<file path="src/pkg/hvim_pkg.sv">
/*
 * Constants for the interlock loop and insulation monitor block.
 * Assumes a 250 MHz system clock and a slow external loop and monitor.
 */
package hvim_pkg;
    // System clock period in picoseconds.
    localparam int unsigned CLK_PERIOD_PS = 4000;
    // Driven loop frequency in hertz and duty cycle in percent.
    localparam int unsigned LOOP_FREQ_HZ = 100;
    localparam int unsigned LOOP_DUTY_PCT = 50;
    // Cycles in one half period of the driven square wave.
    localparam int unsigned HALF_PERIOD_CYC = 32'(
        (64'd1000000000000 * LOOP_DUTY_PCT / 100)
        / (64'd1 * LOOP_FREQ_HZ * CLK_PERIOD_PS));
    // Gate period for the return measurement in milliseconds.
    localparam int unsigned GATE_MS = 100;
    localparam int unsigned GATE_CYC =
        32'((64'd1000000000 * GATE_MS) / CLK_PERIOD_PS);
    // Rising edges expected in one gate period.
    localparam logic [15:0] EXPECT_EDGES =
        16'((LOOP_FREQ_HZ * GATE_MS) / 1000);
    // Cycles in one second, the unit of the settle time.
    localparam int unsigned SECOND_CYC =
        32'(64'd1000000000000 / CLK_PERIOD_PS);
    // Suggested settle time in seconds.
    localparam logic [7:0] SETTLE_S_DEFAULT = 8'h14;
    // Number of selectable frequency-capable return pins.
    localparam int unsigned NUM_FREQ_PINS = 4;
    // Contactor gate source encodings.
    typedef enum logic [1:0] {
        GATE_IGNORE = 2'h0,
        GATE_RAW = 2'h1,
        GATE_FILTERED = 2'h2
    } hvim_gate_src_t;
endpackage

</file>
<file path="src/hdl/hvim_sync.sv">
/*
 * Two-flop synchroniser for one asynchronous pin.
 * Assumes the pin is slow against the system clock.
 */
`timescale 1ns/1ps
`default_nettype none
module hvim_sync (
    // Clock and reset
    input wire logic sys_clk,
    input wire logic resetn,
    input wire logic clkEn,
    // Pin and result
    input wire logic pinIn,
    output logic pinSync
);
    logic stage1;

    always_ff @(posedge sys_clk or negedge resetn) begin
        if (!resetn) begin
            stage1 <= 1'b0;
            pinSync <= 1'b0;
        end else if (clkEn) begin
            stage1 <= pinIn;
            pinSync <= stage1;
        end
    end
endmodule
`default_nettype wire

</file>
<file path="src/hdl/hvim_monitor.sv">
/*
 * Interlock loop driver and checker with insulation monitor filtering.
 * Assumes resetn is asserted on each wake and a nonvolatile store
 * outside mirrors the latched fault flag across power cycles.
 */
`timescale 1ns/1ps
`default_nettype none
// What this block does
// RULE1: Drive loop with 100 Hz square wave.
// RULE2: Measure return frequency, compare to driven.
// RULE3: Configurable tolerance on frequency match.
// RULE4: Loop state is 1 when frequencies agree.
// RULE5: Check disabled means loop never gates.
// RULE6: Bypass forces loop treated as intact.
// RULE7: Withhold contactor enable without loop.
// RULE8: Configuration selects the return input pin.
// RULE9: Monitor status high healthy, low fault.
// RULE10: Ignore insulation status until settle time.
// RULE11: After settle, fault flag one on fault.
// RULE12: Selector picks raw, filtered or ignore gating.
// RULE13: Latched fault flag cleared by toggling clear.
// RULE14: Expose raw insulation level separately.
// RULE15: Start on wake, settle timer from wake.
// RULE16: Count rising edges over fixed gate period.
module hvim_monitor (
    // Clock, reset and enable
    input wire logic sys_clk,
    input wire logic resetn,
    input wire logic clkEn,
    // Wake and configuration
    input wire logic wakeIn,
    input wire logic interlock_check_enable,
    input wire logic interlock_bypass,
    input wire logic [1:0] interlock_input_select,
    input wire logic [7:0] interlock_freq_window,
    input wire logic [7:0] insulation_settle_time,
    input wire logic [1:0] insulation_contactor_gate_source,
    input wire logic insulation_latch_clear,
    // Pins
    input wire logic [3:0] freqPinIn,
    input wire logic insulationStatusIn,
    output logic interlockDriveOut,
    // Status
    output logic [15:0] interlock_freq_measured,
    output logic [15:0] interlock_freq_driven,
    output logic interlock_loop_state,
    output logic insulation_input_raw,
    output logic insulation_input_filtered,
    output logic insulation_fault_flag,
    output logic insulation_fault_latched,
    output logic settleDone,
    output logic contactorEnable
);
    logic [3:0] pinSync;
    logic wakeSync;
    logic insSync;
    logic selPrev;
    logic [31:0] halfCnt;
    logic [31:0] gateCnt;
    logic [15:0] edgeCnt;
    logic [15:0] measDiff;
    logic freqMatch;
    logic running;
    logic [31:0] secCnt;
    logic [7:0] secElapsed;
    logic clearPrev;
    logic insFault;
    logic interlockOk;
    logic insBlock;
    logic next_contactorEnable;

    // One synchroniser per return pin and for the monitor and wake lines.
    genvar gi;
    generate
        for (gi = 0; gi < hvim_pkg::NUM_FREQ_PINS; gi++) begin : g_sync
            hvim_sync u_sync (
                .sys_clk(sys_clk),
                .resetn(resetn),
                .clkEn(clkEn),
                .pinIn(freqPinIn[gi]),
                .pinSync(pinSync[gi])
            );
        end
    endgenerate

    hvim_sync u_wake (
        .sys_clk(sys_clk),
        .resetn(resetn),
        .clkEn(clkEn),
        .pinIn(wakeIn),
        .pinSync(wakeSync)
    );

    hvim_sync u_ins (
        .sys_clk(sys_clk),
        .resetn(resetn),
        .clkEn(clkEn),
        .pinIn(insulationStatusIn),
        .pinSync(insSync)
    );

    // RULE15: run on wake
    always_ff @(posedge sys_clk or negedge resetn) begin
        if (!resetn) begin
            running <= 1'b0;
        end else if (clkEn) begin
            running <= wakeSync;
        end
    end

    // RULE1: square wave drive
    always_ff @(posedge sys_clk or negedge resetn) begin
        if (!resetn) begin
            halfCnt <= 32'h0;
            interlockDriveOut <= 1'b0;
        end else if (clkEn) begin
            if (!running) begin
                halfCnt <= 32'h0;
                interlockDriveOut <= 1'b0;
            end else if (halfCnt == hvim_pkg::HALF_PERIOD_CYC - 1) begin
                halfCnt <= 32'h0;
                interlockDriveOut <= ~interlockDriveOut;
            end else begin
                halfCnt <= halfCnt + 32'h1;
            end
        end
    end

    // RULE16: gated edge count
    // RULE8: selected return pin
    always_ff @(posedge sys_clk or negedge resetn) begin
        if (!resetn) begin
            gateCnt <= 32'h0;
            edgeCnt <= 16'h0;
            selPrev <= 1'b0;
            interlock_freq_measured <= 16'h0;
        end else if (clkEn) begin
            selPrev <= pinSync[interlock_input_select];
            if (gateCnt == hvim_pkg::GATE_CYC - 1) begin
                gateCnt <= 32'h0;
                edgeCnt <= 16'h0;
                interlock_freq_measured <= edgeCnt;
            end else begin
                gateCnt <= gateCnt + 32'h1;
                if (pinSync[interlock_input_select] && !selPrev) begin
                    edgeCnt <= edgeCnt + 16'h1;
                end
            end
        end
    end

    // RULE2: compare with driven
    // RULE3: tolerance window
    assign measDiff = (interlock_freq_measured > hvim_pkg::EXPECT_EDGES)
        ? interlock_freq_measured - hvim_pkg::EXPECT_EDGES
        : hvim_pkg::EXPECT_EDGES - interlock_freq_measured;
    assign freqMatch = measDiff <= {8'h0, interlock_freq_window};

    // RULE4: loop state output
    always_ff @(posedge sys_clk or negedge resetn) begin
        if (!resetn) begin
            interlock_loop_state <= 1'b0;
            interlock_freq_driven <= 16'h0;
        end else if (clkEn) begin
            interlock_loop_state <= running && freqMatch;
            interlock_freq_driven <= running ? hvim_pkg::EXPECT_EDGES : 16'h0;
        end
    end

    // RULE15: settle timer from wake
    // RULE10: settle time in seconds
    always_ff @(posedge sys_clk or negedge resetn) begin
        if (!resetn) begin
            secCnt <= 32'h0;
            secElapsed <= 8'h0;
            settleDone <= 1'b0;
        end else if (clkEn) begin
            if (!running) begin
                secCnt <= 32'h0;
                secElapsed <= 8'h0;
                settleDone <= 1'b0;
            end else if (secElapsed >= insulation_settle_time) begin
                settleDone <= 1'b1;
            end else if (secCnt == hvim_pkg::SECOND_CYC - 1) begin
                secCnt <= 32'h0;
                secElapsed <= secElapsed + 8'h1;
            end else begin
                secCnt <= secCnt + 32'h1;
            end
        end
    end

    // RULE9: low means fault
    assign insFault = !insSync;

    // RULE14: raw level exposed
    // RULE11: filtered fault flag
    always_ff @(posedge sys_clk or negedge resetn) begin
        if (!resetn) begin
            insulation_input_raw <= 1'b0;
            insulation_input_filtered <= 1'b1;
            insulation_fault_flag <= 1'b0;
        end else if (clkEn) begin
            insulation_input_raw <= insSync;
            if (settleDone) begin
                insulation_input_filtered <= insSync;
                insulation_fault_flag <= insFault;
            end
        end
    end

    // RULE13: latch, clear on toggle
    // A fault in the clearing cycle wins so it is never lost.
    always_ff @(posedge sys_clk or negedge resetn) begin
        if (!resetn) begin
            clearPrev <= 1'b0;
            insulation_fault_latched <= 1'b0;
        end else if (clkEn) begin
            clearPrev <= insulation_latch_clear;
            if (settleDone && insFault) begin
                insulation_fault_latched <= 1'b1;
            end else if (insulation_latch_clear != clearPrev) begin
                insulation_fault_latched <= 1'b0;
            end
        end
    end

    // RULE5: disabled never gates
    // RULE6: bypass forces intact
    assign interlockOk = !interlock_check_enable || interlock_bypass
        || interlock_loop_state;

    // RULE12: gate source select
    always_comb begin
        unique case (insulation_contactor_gate_source)
            hvim_pkg::GATE_RAW: insBlock = !insulation_input_raw;
            hvim_pkg::GATE_FILTERED: insBlock = insulation_fault_flag
                || !settleDone;
            default: insBlock = 1'b0;
        endcase
    end

    // RULE7: withhold contactor enable
    assign next_contactorEnable = running && interlockOk && !insBlock;
    always_ff @(posedge sys_clk or negedge resetn) begin
        if (!resetn) begin
            contactorEnable <= 1'b0;
        end else if (clkEn) begin
            contactorEnable <= next_contactorEnable;
        end
    end
endmodule
`default_nettype wire

</file>
<file path="config.mk">
export PLATFORM = sky130hd
export DESIGN_NAME = hvim_monitor
export DESIGN_NICKNAME = d
export VERILOG_FILES = /design/src/pkg/hvim_pkg.sv /design/src/hdl/hvim_sync.sv /design/src/hdl/hvim_monitor.sv
export SDC_FILE = /design/constraint.sdc
export NUM_CORES = 1
export LEC_CHECK = 0
export BUFFER_PORTS_ARGS = -buffer_cell sky130_fd_sc_hd__clkbuf_2
export CAP_MARGIN = 20
export CELL_PAD_IN_SITES_DETAIL_PLACEMENT = 0
export CELL_PAD_IN_SITES_GLOBAL_PLACEMENT = 1
export CORE_MARGIN = 2
export CORE_UTILIZATION = 45
export DETAILED_ROUTE_END_ITERATION = 8
export PLACE_DENSITY_LB_ADDON = 0.1
export SLEW_MARGIN = 0
export SYNTH_ARGS = -nofsm -noshare
export SYNTH_HDL_FRONTEND = slang
export SYNTH_SLANG_ARGS = --single-unit
</file>
<file path="constraint.sdc">
create_clock -name sys_clk -period 3.1 [get_ports sys_clk]
set_input_delay 0.465 -clock sys_clk [delete_from_list [all_inputs] [get_ports sys_clk]]
set_output_delay 0.465 -clock sys_clk [all_outputs]
set_load 0.05 [all_outputs]
</file>
==> flow_metrics.tcl, run 1 <==
set metrics [dict create \
    status "complete, but fails checks" \
    violations "hold timing" \
    period_share_pct 95.7 \
    layout-drive-gt1-share_pct 18.3 \
    synth_cells 925 \
    finalHoldViolCount 1 \
    synth_top_cell_area_share_pct 45.5 \
    synthAdderAreaFrac_pct 3.86 \
    drc_errors 0 \
    slew_violations 0 \
    min_path_type "in -> async" \
    endpoint_kind "flop" \
    fmax_mhz 337 \
    ys_async_sr_fraction_pct 100 \
    ys_top_cells_by_area "dfrtp_1, xor2_1, nor2_1" \
    placedCellCount 1262 \
    clock_sinks 160 \
    coreArea_um2 19300 \
    slew_headroom_pct 41.8 \
    dp_hpwl_mm 14.0 \
    ys_ff_latch 160 \
    path_clk_slew_ns 0.06 \
    period_minus_slack_ns 2.97 \
    firstDrtPassIters 5 \
    yosysWarnings 0 \
    crit_fanout 4 \
    rows 51 \
    start_util_pct 45.4 \
    cts_tree "built" \
    reg2reg_depth 13 \
    vias 6914 \
    yosys_most_used_dff "dfrtp_1" \
    drv_cap 0 \
    synth_top_family_by_area "simple AND/OR/NAND/NOR gates" \
    die_height_um 143 \
    synth_seq_area_share_pct 45.8 \
    drt_iter0_drc 318 \
    synth.most_common_cell "dfrtp_1" \
    worstPathRequired_ns 3.43 \
    whs_ns -0.00447 \
    yosysTopAreaCell "dfrtp_1" \
    grtUsageTotal_pct 20.3 \
    cts_buffer_depth 2 \
    cts_buffers 17 \
    nets 1078 \
    worst_pin_slew_ns 0.873 \
    synth-compound-area-share_pct 11.6 \
    synth_cell_type_count 64 \
    grt_pass1_vias 6622 \
    synth_area_um2 8750 \
    clockRootBuffer "clkbuf_16" \
    ant_nets 0 \
    ys_top_cells_by_count "dfrtp_1, nor2_1, nand2_1, o21ai_0, xor2_1" \
    powerDensity_nw_per_um2 498 \
    cts_max_level 4 \
    synth-edff-count 0 \
    synthSimpleGateAreaFrac_pct 22.7 \
    syn_avg_cell_area_um2 9.46 \
    grt_max_degree 67 \
    pre_cts_ws_ns -0.137 \
    synth-xor-area-share_pct 7.70 \
    worst_slack_ns 0.133 \
    grt_overflow 0 \
    wl_per_cell_um 15.3 \
    worstSkewPairLatency_ns 0.42 \
    die_area_um2 20600 \
    cp-start-kind "flop" \
    portBuffers 57 \
    post-route-util_pct 53.2 \
    ctsHoldBuffers 0 \
    io-pin-count 72 \
    drt_wl_total_mm 19.8 \
    final-setup-viol-count 0 \
    antenna_found_initial 1 \
    place_congestion 0.865 \
    grt_first_pass_wirelength_mm 33.5 \
    num-fill-cells 1801 \
    num_antenna_cells 0 \
    cp.arrival_ns 3.30 \
    leakage_uw 0.00463 \
    dieWidth_um 143 \
    fin_cells 1296 \
    fin_skew_ns 0.0102 \
    vias_per_cell 5.33 \
    worstSetupPathType "reg -> reg" \
    ir_worst_vdd_uv 402 \
    area_growth_pct 17.2 \
    rsz0062_at_grt "true" \
    synth.area.mux_share_pct 4.43 \
]
area by class of cell:
| cell class | count | area, um2 | share of cell area (%) |
|---|---|---|---|
| tap | 265 | 332 | 3.23 |
| sequential | 160 | 4010 | 39.1 |
| clock inverter | 10 | 140 | 1.37 |
| timing repair buffer | 102 | 667 | 6.50 |
| inverter | 33 | 124 | 1.21 |
| multi-input combinational | 705 | 4540 | 44.3 |
| clock buffer | 21 | 440 | 4.29 |
flip-flops by register name, summed over array words and instances, names as in the netlist, 4 cells and up:
register and count:
gateCnt 32, halfCnt 32, secElapsed 8, edgeCnt 16, secCnt 32, g_sync.u_sync.stage1 4
g_sync.u_sync.pinSync 4, interlock_freq_measured 16
through the flow:
stage	setup TNS (ns)	total power, uW	cell area, um2
after floorplan	0	2810	8810
after global placement	0	3020	9580
after detailed placement	-0.137	3030	9580
after CTS	0	5150	10200
after global routing	-0.0178	5350	10300
final	0	5100	10300
report_power, final:
part	switching, uW	internal (uW)
Combinational	419	233
Clock	850	1260
Sequential	126	2210
worst paths after layout:
check | slack [ns] | end | startpoint
setup / recovery | 0.13 | interlock_loop_state | interlock_freq_measured[10]
hold / removal | -0.004 | interlock_loop_state | resetn
setup reg to reg | 0.13 | interlock_loop_state | interlock_freq_measured[10]
hold reg to reg | 0.48 | gateCnt[31] | gateCnt[31]
max in group asynchronous | 2.16 | interlock_freq_measured[10] | resetn
min in group sys_clk | 0.28 | g_sync[1].u_sync.stage1 | freqPinIn[1]
worst max-delay path: stages, from the launching register on:
cell and delay (ns):
dfrtp_2 0.42, nor4_4 0.29, buf_4 0.16, nand4_1 0.18, or3_4 0.46, nand2_1 0.08
xor2_1 0.15, ha_1 0.26, nand4_1 0.12, nand2b_4 0.15, a21oi_4 0.04, a2111oi_4 0.18
a41oi_1 0.16, a211oi_1 0.23
metal layers:
metal,vias to the layer above,share of wire [%],GRT usage [%]
met1,3340,48,28.0
met4,2,1.1,4.59
met3,17,3.6,4.77
met5,-,0.066,0
li1,3477,-,-
met2,78,47,32.5
kinds of logic (layout without fill, tap and decap cells):
| family | Yosys count | in the layout |
|---|---|---|
| buf+inv | 73 | 166 |
| mux | 34 | 34 |
| compound gates | 159 | 159 |
| simple gates | 394 | 394 |
| xor+xnor | 77 | 77 |
| other cells | 1 | 14 |
| flops | 160 | 160 |
| fa+ha+maj | 27 | 27 |
placed cells by master, fill, tap and decap left out, types with 18 or more instances in the layout:
| cell type | count |
|---|---|
| a21oi_1 | 25 |
| buf_4 | 42 |
| clkbuf_2 | 56 |
| dfrtp_1 | 153 |
| ha_1 | 27 |
| inv_1 | 33 |
| mux2_2 | 28 |
| nand2_1 | 94 |
| nand3_1 | 42 |
| nand4_1 | 27 |
| nor2_1 | 107 |
| o21ai_0 | 61 |
| o31ai_1 | 18 |
| xnor2_1 | 31 |
| xor2_1 | 46 |
what timing repair did:
item | CTS | global route
resized for setup | 6 | 8
endpoints found under the hold margin | 0 | 0
pin swaps | 0 | 9
setup endpoints to repair | 1 | 1
buffers inserted | 0 | 3
cloned | 0 | 0
Power figures use the tool's default switching activity.
==> run 2, diff against run 1 <==
--- a/config.mk
+++ b/config.mk
@@ -11,6 +11,7 @@
 export CELL_PAD_IN_SITES_GLOBAL_PLACEMENT = 1
 export CORE_MARGIN = 2
 export CORE_UTILIZATION = 45
+export CTS_CLUSTER_DIAMETER = 80
 export DETAILED_ROUTE_END_ITERATION = 8
 export PLACE_DENSITY_LB_ADDON = 0.1
 export SLEW_MARGIN = 0
==> constraint.sdc (replaced) <==
create_clock -name sys_clk -period 3.4 [get_ports sys_clk]
set_input_delay 0.51 -clock sys_clk [delete_from_list [all_inputs] [get_ports sys_clk]]
set_output_delay 0.51 -clock sys_clk [all_outputs]
set_load 0.05 [all_outputs]
==> flow_metrics.tcl, run 2 (same netlist as run 1, synthesis figures left out) <==
set metrics [dict create \
    grt_max_degree 71 \
    slew_headroom_pct 43.4 \
    antenna_found_initial 0 \
    worst_pin_slew_ns 0.842 \
    endpoint_kind "flop" \
    ant_nets 0 \
    period_minus_slack_ns 3.04 \
    cts_tree "built" \
    layout_common_cells "dfrtp_1, nor2_1, nand2_1, o21ai_0, clkbuf_2" \
    layout-drive-gt1-share_pct 15.8 \
    worstPathRequired_ns 3.73 \
    clockRootBuffer "clkbuf_16" \
    drt_wl_total_mm 19.7 \
    worstSetupPathType "reg -> reg" \
    dp_hpwl_mm 13.9 \
    leakage_uw 0.00450 \
    grtUsageTotal_pct 20.5 \
    crit_chain "nor4_2, nand4_1, nand2b_1, buf_4, nor2_1, a21oi_1, ha_1, nor2b_1, o211ai_1, a21oi_1, a2111oi_1, a41oi_1, a211oi_1" \
    drt_iter0_drc 360 \
    num-fill-cells 1848 \
    clock_sinks 160 \
    coreArea_um2 19300 \
    fin_area_um2 10000 \
    slew_violations 0 \
    dieWidth_um 143 \
    setup_tns_ns 0 \
    rows 51 \
    path_clk_slew_ns 0.06 \
    final_common_cell "dfrtp_1" \
    fmax_mhz 329 \
    ir_worst_vdd_uv 306 \
    r2r-end "interlock_loop_state" \
    die_area_um2 20600 \
    crit_top_cell "a21oi_1" \
    wl_per_cell_um 15.5 \
    final-setup-viol-count 0 \
    ctsHoldBuffers 0 \
    place_congestion 0.901 \
    reg_top3 "gateCnt: 32 flops, halfCnt: 32 flops, secCnt: 32 flops" \
    io-pin-count 72 \
    startpoint "interlock_freq_measured[12]" \
    num_antenna_cells 0 \
    crit_fanout 6 \
    cp.arrival_ns 3.37 \
    min_path_type "in -> async" \
    drv_cap 0 \
    die_height_um 143 \
    placed_area_um2 9410 \
    start_util_pct 45.4 \
    firstDrtPassIters 4 \
    status "completed" \
    fin_skew_ns 0.0106 \
    worstSkewPairLatency_ns 0.42 \
    finalHoldViolCount 0 \
    vias 6855 \
    period_share_pct 89.4 \
    regArea_um2 4010 \
    multi_input_area_um2 4480 \
    powerDensity_nw_per_um2 457 \
    portBuffers 57 \
    rsz0062_at_grt "false" \
    nets 1056 \
    cts_buffers 17 \
    area_growth_pct 14.3 \
    grt_overflow 0 \
    reg2reg_depth 13 \
    grt_first_pass_wirelength_mm 33.9 \
    drc_errors 0 \
    cp_slowest_stage_delay_ns 0.43 \
    vias_per_cell 5.38 \
    r2r_setup_slack_ns 0.36 \
    cts_max_level 4 \
    r2r_start "interlock_freq_measured[12]" \
    grt_pass1_vias 6676 \
    slowest_stage "dfrtp_1" \
    cts_buffer_depth 2 \
    cp-start-kind "flop" \
]
[run 2: metrics by stage]
step	utilization [%]	std cells	worst slack (ns)	power, uW	hold slack, ns
2_1_floorplan	-	938	0.151	2560	0.214
3_3_place_gp	48.8	1242	0.291	2750	0.466
3_5_place_dp	48.8	1242	0.152	2760	0.473
4_1_cts	51.8	1274	0.145	4640	0.125
5_1_grt	51.9	1275	0.0542	4790	0.151
6_report	51.9	1275	0.359	4570	0.0931
[run 2: metal layers]
| metal | share of wire [%] | global-route usage [%] |
|---|---|---|
| met5 | 0 | 0 |
| met4 | 1.1 | 5.26 |
| met3 | 3.1 | 3.97 |
| met2 | 48 | 33.7 |
| met1 | 48 | 28.0 |
[run 2: how the worst max path moves through the flow]
stage / end / slack, ns / cells past startpoint
2_1_floorplan: interlock_loop_state / 0.15 / 15
3_3_place_gp: interlock_loop_state / 0.29 / 14
3_5_place_dp: interlock_loop_state / 0.15 / 14
4_1_cts: interlock_loop_state / 0.14 / 14
5_1_grt: interlock_loop_state / 0.05 / 12
6_report: interlock_loop_state / 0.36 / 13
[run 2: where the power goes]
| part | leakage (uW) | internal (uW) | switching, uW | total (uW) |
|---|---|---|---|---|
| sequential | 0.00216 | 2020 | 123 | 2140 |
| combinational | 0.00207 | 203 | 369 | 572 |
| clock | 0.000274 | 1050 | 804 | 1860 |
[run 2: worst max-delay path, delay by kind of cell (launching register included)]
kind / cells / cell delay [ns]
compound gates: 6 / 1.02
fa+ha+maj: 1 / 0.29
buf+inv: 1 / 0.20
flops: 1 / 0.43
simple gates: 5 / 1.02
[run 2: cell type report]
| type | instances | area share, % |
|---|---|---|
| multi-input combinational | 705 | 44.8 |
| sequential | 160 | 40.1 |
| timing repair buffer | 80 | 4.89 |
| clock buffer | 21 | 4.60 |
| tap | 265 | 3.31 |
| inverter | 33 | 1.24 |
| clock inverter | 11 | 1.08 |
[run 2: timing repair]
item,4_1_cts,5_1_grt
setup buffers,0,1
gates resized for setup,0,6
endpoints found under the setup margin,0,1
==> run 3, diff against run 2 <==
--- a/config.mk
+++ b/config.mk
@@ -5,6 +5,7 @@
 export SDC_FILE = /design/constraint.sdc
 export NUM_CORES = 1
 export LEC_CHECK = 0
+export ABC_AREA = 1
 export BUFFER_PORTS_ARGS = -buffer_cell sky130_fd_sc_hd__clkbuf_2
 export CAP_MARGIN = 20
 export CELL_PAD_IN_SITES_DETAIL_PLACEMENT = 0
==> constraint.sdc (replaced) <==
create_clock -name sys_clk -period 3.27 [get_ports sys_clk]
set_input_delay 0.4905 -clock sys_clk [delete_from_list [all_inputs] [get_ports sys_clk]]
set_output_delay 0.4905 -clock sys_clk [all_outputs]
set_load 0.05 [all_outputs]
==> flow_metrics.tcl, run 3 <==
set metrics [dict create \
    status "completed" \
    yosysWarnings 0 \
    setup_tns_ns 0 \
    synth_cell_type_count 50 \
    antenna_found_initial 0 \
    synth_top_cell_area_share_pct 39.2 \
    synth_seq_area_share_pct 39.4 \
    whs_ns 0.0281 \
    rsz0062_at_grt "false" \
    vias_per_cell 5.16 \
    finalHoldViolCount 0 \
    coreArea_um2 22000 \
    final-setup-viol-count 0 \
    cp_slowest_stage_delay_ns 0.47 \
    slowest_stage "dfrtp_1" \
    wl_per_cell_um 14.6 \
    worstPathRequired_ns 3.64 \
    grtUsageTotal_pct 22.4 \
    cts_max_level 4 \
    drc_errors 0 \
    num_antenna_cells 0 \
    die_area_um2 23800 \
    drv_cap 0 \
    num-fill-cells 2236 \
    min_path_type "in -> async" \
    crit_chain "inv_1, ha_1, o21ai_0, nand2_1, nand4_2, o21ai_0, nand2_1, o21ai_0, inv_1, ha_1, nand2_1, a21oi_1, nor2_1, nand2_1, a21oi_1, nand2_1, nor2_1, nand4_1, nand2_1" \
    syn_avg_cell_area_um2 7.28 \
    met3_usage_pct 2.97 \
    reg_top3 "gateCnt: 32 flops, halfCnt: 32 flops, secCnt: 32 flops" \
    fin_skew_ns 0.0174 \
    synth_area_um2 10200 \
    grt_overflow 0 \
    final_common_cell "nand2_1" \
    slew_headroom_pct 50.9 \
    grtUsageMet2_pct 34.7 \
    firstDrtPassIters 5 \
    cts_buffers 17 \
    synth-edff-count 0 \
    gr-usage-met1_pct 33.3 \
    ys_async_sr_fraction_pct 100 \
    worstSetupPathType "reg -> reg" \
    period_share_pct 88.2 \
    ys_ff_latch 160 \
    fin_cells 1745 \
    vias 8997 \
    start_util_pct 46.3 \
    fmax_mhz 347 \
    endpoint_kind "flop" \
    dieWidth_um 154 \
    portBuffers 57 \
    clockRootBuffer "clkbuf_16" \
    powerDensity_nw_per_um2 457 \
    synth.most_common_cell "nand2_1" \
    grt_pass1_vias 8522 \
    slew_violations 0 \
    ctsHoldBuffers 0 \
    path_clk_slew_ns 0.07 \
    crit_fanout 9 \
    worstSkewPairLatency_ns 0.44 \
    clock_sinks 160 \
    leakage_uw 0.00541 \
    cts_setup_buffers 0 \
    layout-drive-gt1-share_pct 11.1 \
    yosysTopAreaCell "dfrtp_1" \
    ant_nets 0 \
    rows 54 \
    layout_common_cells "nand2_1, nor2_1, inv_1, dfrtp_1, nand3_1" \
    cp-start-kind "flop" \
    ir_worst_vdd_uv 322 \
    synth_cells 1395 \
    ys_top_cells_by_area "dfrtp_1, nand2_1, nor2_1" \
    yosys_most_used_dff "dfrtp_1" \
    ys_top_cells_by_count "nand2_1, nor2_1, inv_1, dfrtp_1, nand3_1" \
    period_minus_slack_ns 2.88 \
    area_growth_pct 10.8 \
    grt-busiest-layer "met2" \
    cp.arrival_ns 3.26 \
    drt_iter0_drc 523 \
    worst_pin_slew_ns 0.734 \
    drt_wl_total_mm 25.5 \
    io-pin-count 72 \
    dp_hpwl_mm 19.2 \
    grt_first_pass_wirelength_mm 43.1 \
    grt_max_degree 62 \
    die_height_um 154 \
    placedCellCount 1713 \
    cts_tree "built" \
    crit_top_cell "nand2_1" \
    place_congestion 0.850 \
    nets 1511 \
    cts_buffer_depth 2 \
]
-- run 3: final timing paths --
kind | from | cells after the start | to | slack, ns
worst min-delay path | resetn | 1 | secCnt[9] | 0.03
worst max-delay path | interlock_freq_measured[1] | 19 | interlock_loop_state | 0.39
worst max register to register | interlock_freq_measured[1] | 19 | interlock_loop_state | 0.39
min in group sys_clk | freqPinIn[1] | 3 | g_sync[1].u_sync.stage1 | 0.25
worst min register to register | g_sync[0].u_sync.pinSync | 2 | g_sync[0].u_sync.pinSync | 0.47
max in group asynchronous | resetn | 2 | edgeCnt[13] | 2.38
-- run 3: cell families after synthesis --
logic type | synth area share, %
buffers and inverters | 9.30
AOI/OAI and AO/OA | 8.77
xor gates and xnor gates | 4.40
other | 0.0369
and+or+nand+nor | 34.7
adders and majority gates | 3.33
DFF | 39.4
-- run 3: area by class of cell --
type                            count  area [um2]  area share, %
Clock buffer                       17         425           3.78
Sequential cell                   160        4010           35.6
Clock inverter                     15         148           1.31
Tap cell                          280         350           3.11
Timing Repair Buffer               72         404           3.59
Inverter                          176         661           5.87
Multi-Input combinational cell   1025        5260           46.7
-- run 3: per-layer routing --
layer | up-vias | routed length (um)
met5 | - | 0
met4 | 0 | 352
met3 | 22 | 872
met2 | 158 | 11300
met1 | 4182 | 12900
li1 | 4635 | -
-- run 3: critical path, delay by kind of cell, from the launching register on --
kind	cells	cell delay (ns)
AO/OA/AOI/OAI	5	0.85
adder cells (fa/ha/maj)	2	0.46
buffers and inverters	2	0.17
flip-flops	1	0.47
AND/OR/NAND/NOR	10	0.89
-- run 3: where the power goes --
part	internal, uW	total [uW]	switching [uW]
logic	240	796	556
registers	2160	2370	211
clock network	1070	1970	900
total	3470	5140	1670
-- run 3: stage by stage --
stage	cell area, um2	worst slack, ns	utilization (%)	power [uW]
3_5_place_dp	10700	0.265	48.6	3200
2_1_floorplan	10200	0.391	-	2950
5_1_grt	11200	0.0637	51.2	5440
3_3_place_gp	10700	0.383	48.6	3190
6_report	11200	0.386	51.2	5140
4_1_cts	11200	0.273	51.2	5190
-- run 3: what timing repair did --
| action | CTS | global route |
|---|---|---|
| hold endpoints to repair | 0 | 0 |
| resized for setup | 0 | 1 |
| endpoints found under the setup margin | 0 | 1 |
